`src/bad_pkg.sv`:
```
/*
 * Constants and carrier types for the bridge ADC action decoder.
 * Assumes a single module clock domain; no other files needed.
 */
package bad_pkg;
    localparam logic [7:0] OP_PROGRAM_SETTING = 8'h00;
    localparam logic [7:0] OP_READ_ALL = 8'h01;
    localparam logic [7:0] OP_EXCITATION = 8'h02;
    localparam logic [7:0] OP_NV_READ = 8'h0d;
    localparam logic [7:0] OP_NV_WRITE = 8'h0e;
    localparam int RSP_MAX_BYTES = 26;
    localparam int READ_ALL_BYTES = 20;
    localparam int OSR_LSB = 20;
    localparam int SPEED_BIT = 19;
    localparam logic [11:0] OSR_CODE_FIRST = 12'ha01;
    localparam logic [11:0] OSR_CODE_LAST_STEP = 12'ha09;
    localparam logic [11:0] OSR_CODE_TOP = 12'ha0f;
    localparam logic [3:0] OSR_LOG2_BASE = 4'h6;
    localparam logic [3:0] OSR_LOG2_TOP = 4'hf;
    localparam logic [1:0] EXC_1V25 = 2'h0;
    localparam logic [1:0] EXC_2V = 2'h1;
    localparam logic [1:0] EXC_3V = 2'h2;
    localparam logic [1:0] EXC_5V = 2'h3;
    localparam int SIGN_BIT = 29;
    localparam int MAG_MSB = 28;
    localparam logic [11:0] OSR_RESET_CODE = 12'ha01;

    typedef struct packed {
        logic [11:0] osr_code;
        logic [3:0] osr_log2;
        logic speed_mult;
    } bad_setting_t;

    typedef struct packed {
        logic overrange;
        logic underrange;
        logic sign_flag;
        logic [28:0] magnitude;
    } bad_result_t;

    typedef struct packed {
        logic valid;
        logic [7:0] data;
        logic last;
    } bad_byte_t;
endpackage : bad_pkg
```
`src/bad_decoder.sv`:
```
/*
 * Action decoder for a four-channel bridge-sensor input module.
 * Command bytes arrive one per valid/ready beat, opcode first; reply bytes
 * leave one per beat. Converter results, sample numbers and the
 * non-volatile memory live outside and are reached by plain ports.
 */
`timescale 1ns/1ps
`default_nettype none

// Overview of operation
// - Opcode 00 programs one channel setting
// - Opcode 01 returns all four results
// - Opcode 02 sets all excitation levels
// - Opcode 0D reads one memory byte
// - Opcode 0E writes one memory byte
// - Response packet at most 26 bytes; longer replies are still sent, with rsp_overflow set
// - Bits 31:20 hold oversample ratio code
// - Bit 19 selects speed multiplier mode
// - Reply: four result words, LSB first
// - Then four sample numbers, 20 bytes
// - Result bits 31 and 30 zero
// - Bit 29 set for positive input
// - Bits 28:0 carry magnitude
// - Overrange sets bits 29 and 28
// - Underrange clears bits 29 and 28; here overrange wins, so both bits stay set when both flags are set
// - Four 2-bit excitation fields, 00=1.25V
// - Excitation held until next excitation command
// - Reset returns excitation to 1.25V
// - Memory read answers one byte
// - Memory write stores data byte
module bad_decoder #(
    parameter int CHANNELS = 4,
    parameter int NV_ADDR_W = 8
) (
    // Clock and reset
    input wire logic clock,
    input wire logic rst_n,
    // Command byte stream
    input wire logic cmd_valid,
    input wire logic [7:0] cmd_byte,
    input wire logic cmd_first,
    output logic cmd_ready,
    // Response byte stream
    output logic rsp_valid,
    output logic [7:0] rsp_byte,
    input wire logic rsp_ready,
    output logic [5:0] rsp_count,
    output logic rsp_overflow,
    output logic cmd_error,
    // Converter results and sample numbers
    input wire bad_pkg::bad_result_t [3:0] conv_result,
    input wire logic [3:0][7:0] sample_number,
    // Channel settings
    output bad_pkg::bad_setting_t [3:0] channel_setting,
    output logic [3:0] setting_strobe,
    output logic [1:0] excitation_field_ch0,
    output logic [1:0] excitation_field_ch1,
    output logic [1:0] excitation_field_ch2,
    output logic [1:0] excitation_field_ch3,
    // Non-volatile memory port
    output logic nv_req,
    output logic nv_we,
    output logic [NV_ADDR_W-1:0] nv_addr,
    output logic [7:0] nv_wdata,
    input wire logic nv_done,
    input wire logic [7:0] nv_rdata
);

    typedef enum logic [3:0] {
        ST_OPCODE, ST_PARAM, ST_NV_WAIT, ST_SEND, ST_SKIP
    } bad_state_t;

    bad_state_t state;
    logic [7:0] opcode;
    logic [2:0] param_idx;
    logic [1:0] sel_chan;
    logic [31:0] setting_word;
    logic [4:0] send_idx;
    logic [4:0] send_len;
    logic [3:0][31:0] snap_word;
    logic [3:0][7:0] snap_num;
    logic [7:0] nv_data_hold;
    logic cmd_take;
    logic rsp_take;
    logic [2:0] need;
    logic [5:0] next_count;

    // Status word build: bits 31:30 low, sign, magnitude
    function automatic logic [31:0] pack_result(input bad_pkg::bad_result_t r);
        logic [31:0] w;
        w = 32'h0000_0000;
        w[bad_pkg::SIGN_BIT] = r.sign_flag;
        w[bad_pkg::MAG_MSB:0] = r.magnitude;
        if (r.overrange) begin
            w[bad_pkg::SIGN_BIT] = 1'b1;
            w[bad_pkg::MAG_MSB] = 1'b1;
        end else if (r.underrange) begin
            w[bad_pkg::SIGN_BIT] = 1'b0;
            w[bad_pkg::MAG_MSB] = 1'b0;
        end
        return w;
    endfunction : pack_result

    // Parameter bytes per opcode; 7 means unknown
    function automatic logic [2:0] param_count(input logic [7:0] op);
        logic [2:0] n;
        n = 3'h7;
        if (op == bad_pkg::OP_PROGRAM_SETTING) begin
            n = 3'h5;
        end else if (op == bad_pkg::OP_READ_ALL) begin
            n = 3'h0;
        end else if (op == bad_pkg::OP_EXCITATION) begin
            n = 3'h1;
        end else if (op == bad_pkg::OP_NV_READ) begin
            n = 3'h1;
        end else if (op == bad_pkg::OP_NV_WRITE) begin
            n = 3'h2;
        end
        return n;
    endfunction : param_count

    // Oversample code to log2 ratio; 0 for unlisted codes
    function automatic logic [3:0] osr_log2(input logic [11:0] code);
        logic [3:0] l;
        l = 4'h0;
        if (code >= bad_pkg::OSR_CODE_FIRST && code <= bad_pkg::OSR_CODE_LAST_STEP) begin
            l = 4'(code - bad_pkg::OSR_CODE_FIRST) + bad_pkg::OSR_LOG2_BASE;
        end else if (code == bad_pkg::OSR_CODE_TOP) begin
            l = bad_pkg::OSR_LOG2_TOP;
        end
        return l;
    endfunction : osr_log2

    assign cmd_take = cmd_valid && cmd_ready;
    assign rsp_take = rsp_valid && rsp_ready;
    assign need = param_count(cmd_byte);
    assign cmd_ready = (state == ST_OPCODE) || (state == ST_PARAM) || (state == ST_SKIP && !cmd_first);
    assign rsp_valid = (state == ST_SEND);

    // Reply byte select
    always_comb begin
        rsp_byte = 8'h00;
        if (opcode == bad_pkg::OP_NV_READ) begin
            rsp_byte = nv_data_hold;
        // Result words channel order, LSB first
        end else if (send_idx < 5'h10) begin
            rsp_byte = snap_word[send_idx[3:2]][8*send_idx[1:0] +: 8];
        end else begin
            rsp_byte = snap_num[send_idx[1:0]];
        end
    end

    // Command sequencing
    always_ff @(posedge clock or negedge rst_n) begin
        if (!rst_n) begin
            state <= ST_OPCODE;
            opcode <= 8'h00;
            param_idx <= 3'h0;
            send_idx <= 5'h00;
            send_len <= 5'h00;
            cmd_error <= 1'b0;
        end else begin
            cmd_error <= 1'b0;
            case (state)
                ST_OPCODE: begin
                    if (cmd_take) begin
                        opcode <= cmd_byte;
                        param_idx <= 3'h0;
                        send_idx <= 5'h00;
                        if (need == 3'h7) begin
                            cmd_error <= 1'b1;
                            state <= ST_SKIP;
                        end else if (need == 3'h0) begin
                            send_len <= 5'(bad_pkg::READ_ALL_BYTES);
                            state <= ST_SEND;
                        end else begin
                            state <= ST_PARAM;
                        end
                    end
                end
                ST_PARAM: begin
                    if (cmd_take) begin
                        param_idx <= param_idx + 3'h1;
                        if (param_idx + 3'h1 == param_count(opcode)) begin
                            if (opcode == bad_pkg::OP_NV_READ || opcode == bad_pkg::OP_NV_WRITE) begin
                                state <= ST_NV_WAIT;
                            end else begin
                                state <= ST_OPCODE;
                            end
                        end
                    end
                end
                ST_NV_WAIT: begin
                    if (nv_done) begin
                        if (opcode == bad_pkg::OP_NV_READ) begin
                            send_len <= 5'h01;
                            state <= ST_SEND;
                        end else begin
                            state <= ST_OPCODE;
                        end
                    end
                end
                ST_SEND: begin
                    if (rsp_take) begin
                        send_idx <= send_idx + 5'h01;
                        if (send_idx + 5'h01 == send_len) begin
                            state <= ST_OPCODE;
                        end
                    end
                end
                ST_SKIP: begin
                    // Unknown action: drop bytes, leave next opcode untaken
                    if (cmd_valid && cmd_first) begin
                        state <= ST_OPCODE;
                    end
                end
                default: state <= ST_OPCODE;
            endcase
        end
    end

    // Response length per packet
    always_comb begin
        next_count = rsp_count;
        if (cmd_take && cmd_first && state == ST_OPCODE) begin
            next_count = 6'h00;
        end
        if (rsp_take) begin
            next_count = next_count + 6'h01;
        end
    end

    // Flag reply bytes past packet limit
    always_ff @(posedge clock or negedge rst_n) begin
        if (!rst_n) begin
            rsp_count <= 6'h00;
            rsp_overflow <= 1'b0;
        end else begin
            rsp_count <= next_count;
            if (cmd_take && cmd_first && state == ST_OPCODE) begin
                rsp_overflow <= 1'b0;
            end
            if (next_count > 6'(bad_pkg::RSP_MAX_BYTES)) begin
                rsp_overflow <= 1'b1;
            end
        end
    end

    // Result snapshot at the read-all opcode so the reply is coherent
    always_ff @(posedge clock or negedge rst_n) begin
        if (!rst_n) begin
            snap_word <= '0;
            snap_num <= '0;
        end else if (state == ST_OPCODE && cmd_take && cmd_byte == bad_pkg::OP_READ_ALL) begin
            for (int i = 0; i < 4; i++) begin
                snap_word[i] <= pack_result(conv_result[i]);
                snap_num[i] <= sample_number[i];
            end
        end
    end

    // Channel select and setting word gather
    always_ff @(posedge clock or negedge rst_n) begin
        if (!rst_n) begin
            sel_chan <= 2'h0;
            setting_word <= 32'h0000_0000;
        end else if (state == ST_PARAM && cmd_take && opcode == bad_pkg::OP_PROGRAM_SETTING) begin
            if (param_idx == 3'h0) begin
                // Reserved upper six bits ignored
                sel_chan <= cmd_byte[1:0];
            end else begin
                setting_word[8*(param_idx - 3'h1) +: 8] <= cmd_byte;
            end
        end
    end

    // Channel settings store
    always_ff @(posedge clock or negedge rst_n) begin
        if (!rst_n) begin
            for (int i = 0; i < 4; i++) begin
                channel_setting[i].osr_code <= bad_pkg::OSR_RESET_CODE;
                channel_setting[i].osr_log2 <= bad_pkg::OSR_LOG2_BASE;
                channel_setting[i].speed_mult <= 1'b0;
            end
            setting_strobe <= 4'h0;
        end else begin
            setting_strobe <= 4'h0;
            if (state == ST_PARAM && cmd_take && opcode == bad_pkg::OP_PROGRAM_SETTING && param_idx == 3'h4) begin
                // Ratio code from top twelve bits
                channel_setting[sel_chan].osr_code <= {cmd_byte, setting_word[23:20]};
                channel_setting[sel_chan].osr_log2 <= osr_log2({cmd_byte, setting_word[23:20]});
                channel_setting[sel_chan].speed_mult <= setting_word[bad_pkg::SPEED_BIT];
                setting_strobe[sel_chan] <= 1'b1;
            end
        end
    end

    // Excitation fields, held until next excitation command
    always_ff @(posedge clock or negedge rst_n) begin
        if (!rst_n) begin
            excitation_field_ch0 <= bad_pkg::EXC_1V25;
            excitation_field_ch1 <= bad_pkg::EXC_1V25;
            excitation_field_ch2 <= bad_pkg::EXC_1V25;
            excitation_field_ch3 <= bad_pkg::EXC_1V25;
        end else if (state == ST_PARAM && cmd_take && opcode == bad_pkg::OP_EXCITATION) begin
            excitation_field_ch0 <= cmd_byte[1:0];
            excitation_field_ch1 <= cmd_byte[3:2];
            excitation_field_ch2 <= cmd_byte[5:4];
            excitation_field_ch3 <= cmd_byte[7:6];
        end
    end

    always_ff @(posedge clock or negedge rst_n) begin
        if (!rst_n) begin
            nv_req <= 1'b0;
            nv_we <= 1'b0;
            nv_addr <= '0;
            nv_wdata <= 8'h00;
            nv_data_hold <= 8'h00;
        end else begin
            if (state == ST_PARAM && cmd_take) begin
                if (param_idx == 3'h0) begin
                    nv_addr <= NV_ADDR_W'(cmd_byte);
                end else begin
                    nv_wdata <= cmd_byte;
                end
                if (param_idx + 3'h1 == param_count(opcode) &&
                        (opcode == bad_pkg::OP_NV_READ || opcode == bad_pkg::OP_NV_WRITE)) begin
                    nv_req <= 1'b1;
                    nv_we <= (opcode == bad_pkg::OP_NV_WRITE);
                end
            end
            if (state == ST_NV_WAIT && nv_done) begin
                nv_req <= 1'b0;
                nv_we <= 1'b0;
                nv_data_hold <= nv_rdata;
            end
        end
    end

endmodule : bad_decoder

`default_nettype wire

```
`config.mk`:
```
export PLATFORM = sky130hd
export DESIGN_NAME = bad_decoder
export DESIGN_NICKNAME = d
export VERILOG_FILES = /design/src/bad_pkg.sv /design/src/bad_decoder.sv
export SDC_FILE = /design/constraint.sdc
export NUM_CORES = 1
export LEC_CHECK = 0
export ABC_AREA = 1
export BUFFER_PORTS_ARGS = -buffer_cell sky130_fd_sc_hd__buf_4
export CORE_MARGIN = 4
export CORE_UTILIZATION = 45
export DETAILED_ROUTE_END_ITERATION = 6
export PLACE_DENSITY = 0.67
export RECOVER_POWER = 50
export SLEW_MARGIN = 25
export SYNTH_ARGS = -nofsm -noshare
export SYNTH_HDL_FRONTEND = slang
export SYNTH_SLANG_ARGS = --single-unit
```
`constraint.sdc`:
```
create_clock -name clock -period 2 [get_ports clock]
set_input_delay 0.2 -clock clock [delete_from_list [all_inputs] [get_ports clock]]
set_output_delay 0.2 -clock clock [all_outputs]
set_load 0.05 [all_outputs]
```
Word level (Yosys, flattened, before mapping)
Cells that the tools add are included.

cells by class
  reductions and logical operators = 41
  equal/unequal tests = 28
  magnitude comparators = 8
  mux-type cells = 80
  bitwise gates (word level) = 1
  add/subtract/negate cells = 7
  shifts and indexed selects = 3

operators by type and width
  operator                                                                 number
  68-bit bitwise mux                                                       3
  17-bit demux with 2-bit select                                           3
  32-bit binary-select mux with 2-bit select                               1
  3-bit two-way mux                                                        16
  4-bit two-way mux                                                        11
  5-bit two-way mux                                                        8
  32-bit negator with 34-bit output                                        1
  8-bit by 34-bit variable shift with 32-bit output, first input constant  1
  8-bit by 34-bit indexed part select with 32-bit output                   1
  32-bit bitwise mux                                                       1
  8-bit by 4-bit == test with 1-bit output, second input constant          4
  32-bit two-way mux                                                       1
  32-bit by 6-bit indexed part select with 8-bit output                    1
  8-bit two-way mux                                                        3
  2-bit two-way mux                                                        11
  4-bit case mux with 5 select lines                                       1
  5-bit case mux with 2 select lines                                       2
  17-bit two-way mux                                                       1
  8-bit binary-select mux with 2-bit select                                1
  8-bit by 1-bit == test with 1-bit output, second input constant          2
  8-bit by 2-bit == test with 1-bit output, second input constant          2
  1-bit logical AND                                                        16
  8-bit zero test                                                          2
  2-bit inequality test, second input constant                             7
  34 further kinds                                                         68

word-level totals
  register bits = 325
  output and inout bits = 116
  logic and storage cells = 208

Logic depth before layout (Yosys ltp)
  depth in word-level cells = 12
  gate-level depth with buffers = 15
  gate-level depth less buffers = 15

Least setup slack after synthesis
No wires, ideal clock.

  path type = register to output
  from = reg send_idx[2]
  to = out rsp_byte[0]
  data arrival time = 1775 ps
  buffers on the path = 2
  cell stages (with the launch flop) = 10
  path slack = 25 ps
  required time = 1800 ps
  cell sequence = dfrtp_1 -> inv_1 -> clkbuf_1 -> clkbuf_1 -> nor2_1 -> o211ai_1 -> nand3_1 -> nand4_1 -> nand3_1 -> nand2_1

on the way
  cells in the longest elaborated chain, start to end = 5

ends and longest elaborated chain
  item                                                   line                source
  start: declaration                                     bad_decoder.sv:78   logic [4:0] send_idx;
  start signal: assignment                               bad_decoder.sv:205  send_idx <= send_idx + 5'h01;
  32-bit binary-select mux with 2-bit select             bad_decoder.sv:147  rsp_byte = snap_word[send_idx[3:2]][8*send_idx[1:0] +: 8];
  32-bit two-way mux (not written as such)               bad_decoder.sv:147
  32-bit by 6-bit indexed part select with 8-bit output  bad_decoder.sv:147
  8-bit two-way mux (*)                                  bad_decoder.sv:146  end else if (send_idx < 5'h10) begin
  8-bit two-way mux (*)                                  bad_decoder.sv:143  if (opcode == bad_pkg::OP_NV_READ) begin
  end: declaration                                       bad_decoder.sv:45   output logic [7:0] rsp_byte,

Every way passes the cells marked *; elsewhere a longest branch is shown, timed or not. The select of a mux whose other input is x is not followed.

Final worst setup path
  from = reg send_idx[2]
  to = out rsp_byte[2]

The elaborated chain is that of the path after synthesis.

==> results.cfg <==
[worst_setup_path]
critPathSlowestCell = dfrtp_2
reg2reg_slack_ns = -0.16
crit_arrival_ns = 2.29
path_cells = clkinv_4 -> buf_12 -> buf_16 -> o211ai_1 -> nand3_1 -> nand4_1 -> nand2_1 -> nand2_1 -> buf_6
end_kind = primary output
cp_max_fo = 6
cp_slowest_stage_delay_ns = 0.48
critPathLaunchType = register
cp_common_cell = nand2_1
critical_path_class = reg2out
cp.required_ns = 1.80

[cells_and_area]
layout.nets = 2363
stdcell_area_um2 = 19400
syn2layout_area_growth_pct = 44.5
drive_gt1_frac = 0.204
final_cell_mix = 741 x nand2_1, 279 x buf_4, 271 x dfrtp_1, 172 x dlygate4sd3_1, 142 x o21ai_0
layout_commonest_cell = nand2_1
fillerInstances = 2340

[job]
max-cap-violations = 0

[clocking]
cts_max_path_buffers = 3
clock_latency_ns = 0.56
clkTransAtPathRegs_ns = 0.06
cts-root-buf = clkbuf_16
clock_sinks = 294
cts_tree = built
cts_buffers = 31
cts_max_level = 1

[yosys]
synth_top_area_share = 0.510
synth_area_um2 = 13400
synth-edff-count = 0
ys_seq_area_frac = 0.550
syn_avg_cell_area_um2 = 7.98
synth_cell_types = 37
ys.flop_type = dfrtp_1
yosys.area.top_type = dfrtp_1
ys_warn_count = 0
syn_inst = 1684
syn_nets = 1876
synthArstFlopShare = 1.00
netlist_top_cells_area = dfrtp_1 51%, nand2_1 21%, o21ai_0 6.4%, dfstp_2 3.9%, nor2_1 3.2%
ys_ff_latch = 294

[timing]
slew_viol_final = 0
max_clock_freq_ghz = 0.402
final_hold_viol_count = 0
holdWs_ns = 0.0285
setup_viol = 161
setup_ws_ns = -0.487
finClkSkew_ns = 0.0223
worst_pin_slew_ns = 1.07
layout_min_cycle_time_ns = 2.49
tns_ns = -19.43
rsz0062_at_grt = true
period_share = 1.24
slew_headroom = 0.286

[outcome]
status = complete, but fails checks
violations = negative setup slack

[drt]
viasPerCell = 5.21
drt_iter0_markers = 1174
firstDrtPassIters = 5
drc_errors = 0
antenna_left = 0
num_vias = 13400
route.final.wire_length_um = 45100
post_drt_wl_per_cell_um = 17.5

[floorplanning]
rows = 62
fp.dieH_um = 181
ios = 298
die-area_um2 = 32700
core_um2 = 29100
initial_core_util = 0.462
fp.dieW_um = 181

[global_route]
first_global_vias = 13500
grt_pass1_wl_um = 71600
grt.overflow.total = 0
grt_start_max_net_pins = 96
antenna_found_initial = 2
grt_usage = 0.265

[place]
gp_congestion = 0.883
post_dp_cell_area_um2 = 16300
pre_cts_slack_ns = -0.0290
port_buffers = 297
dp_hpwl_um = 29700

[pwr]
peakVddDrop_uv = 636
p_leak_nw = 10.2
total_power_mw = 14.8
powerDensity_nw_per_um2 = 762

[min_path]
hold_path.class = in2reg
==> cell families after synthesis <==
| kind of cell | after synthesis | synth area share |
|---|---|---|
| AND/OR/NAND/NOR | 930 | 0.271 |
| flip-flops | 294 | 0.550 |
| AO/OA/AOI/OAI | 256 | 0.105 |
| buffers and inverters | 183 | 0.0583 |
| XOR/XNOR | 11 | 0.00717 |
| adder cells (fa/ha/maj) | 10 | 0.00932 |
==> layout make-up <==
type	instances	area [um2]	share of cell area
flip-flops and latches	294	7390	0.381
multi-input cells	1207	5450	0.281
repair buffers	533	4650	0.240
clock buffers	44	895	0.0461
well taps	384	480	0.0248
inverters	104	403	0.0208
clock inverters	11	140	0.00722
diodes	2	5.00	0.000258
==> path summary, 6_finish.rpt <==
kind | start | endpoint | cells after the start
min in group asynchronous | rst_n | state[0] | 2
max in group asynchronous | rst_n | snap_num[17] | 3
worst max register to register | state[1] | snap_word[40] | 8
worst min-delay path | conv_result[62] | snap_word[61] | 4
worst min register to register | channel_setting[48] | channel_setting[48] | 2
worst max-delay path | send_idx[2] | rsp_byte[2] | 9
==> state kept, by name (all words and copies together), names as in the netlist, 3 cells and up <==
| register | cells |
|---|---|
| snap_word | 120 |
| opcode | 8 |
| snap_num | 32 |
| send_idx | 5 |
| state | 3 |
| nv_addr | 8 |
| nv_wdata | 8 |
| nv_data_hold | 8 |
| setting_strobe | 4 |
| channel_setting | 68 |
| rsp_count | 6 |
| setting_word | 5 |
| param_idx | 3 |
==> metrics by stage <==
step                       util  std cells
after detailed placement  0.560       2334
after global placement    0.560       2334
final                     0.667       2579
after floorplan               -       1684
after global routing      0.667       2579
after CTS                 0.661       2565
==> critical path: cells and delay by family, from the launching register on <==
family                 cells  cell delay, ns
buffers and inverters      4            0.56
AOI/OAI and AO/OA          1            0.19
and+or+nand+nor            4            0.51
DFF                        1            0.48
==> per-layer routing <==
layer	global-route usage	vias to the layer above	part of all wire
met5	0	-	0
met4	0.0989	0	0.038
met2	0.428	576	0.47
li1	-	6309	-
met3	0.0398	111	0.067
met1	0.367	6432	0.42
==> synth_stat cells, types with 12 or more instances <==
cell / count
nand2_1: 748
dfrtp_1: 274
o21ai_0: 171
nor2_1: 116
inv_1: 93
nand3_1: 44
clkbuf_1: 40
buf_2: 25
o21ai_1: 21
dfstp_2: 20
o22ai_1: 17
a21oi_1: 14
o211ai_1: 12
==> power breakdown <==
part	switching (mW)	leakage (nW)	internal (mW)
logic	1.44	5.75	0.916
registers	0.270	3.94	6.32
clock network	2.37	0.510	3.48
==> timing repair <==
item,in CTS,in global routing
setup buffers,3,5
hold endpoints to repair,440,0
hold buffers,172,0
pin swaps,12,14
endpoints found under the setup margin,8,72
gates resized for setup,39,71
cloned,1,7
Note: power is estimated with default switching activity, not from simulation.
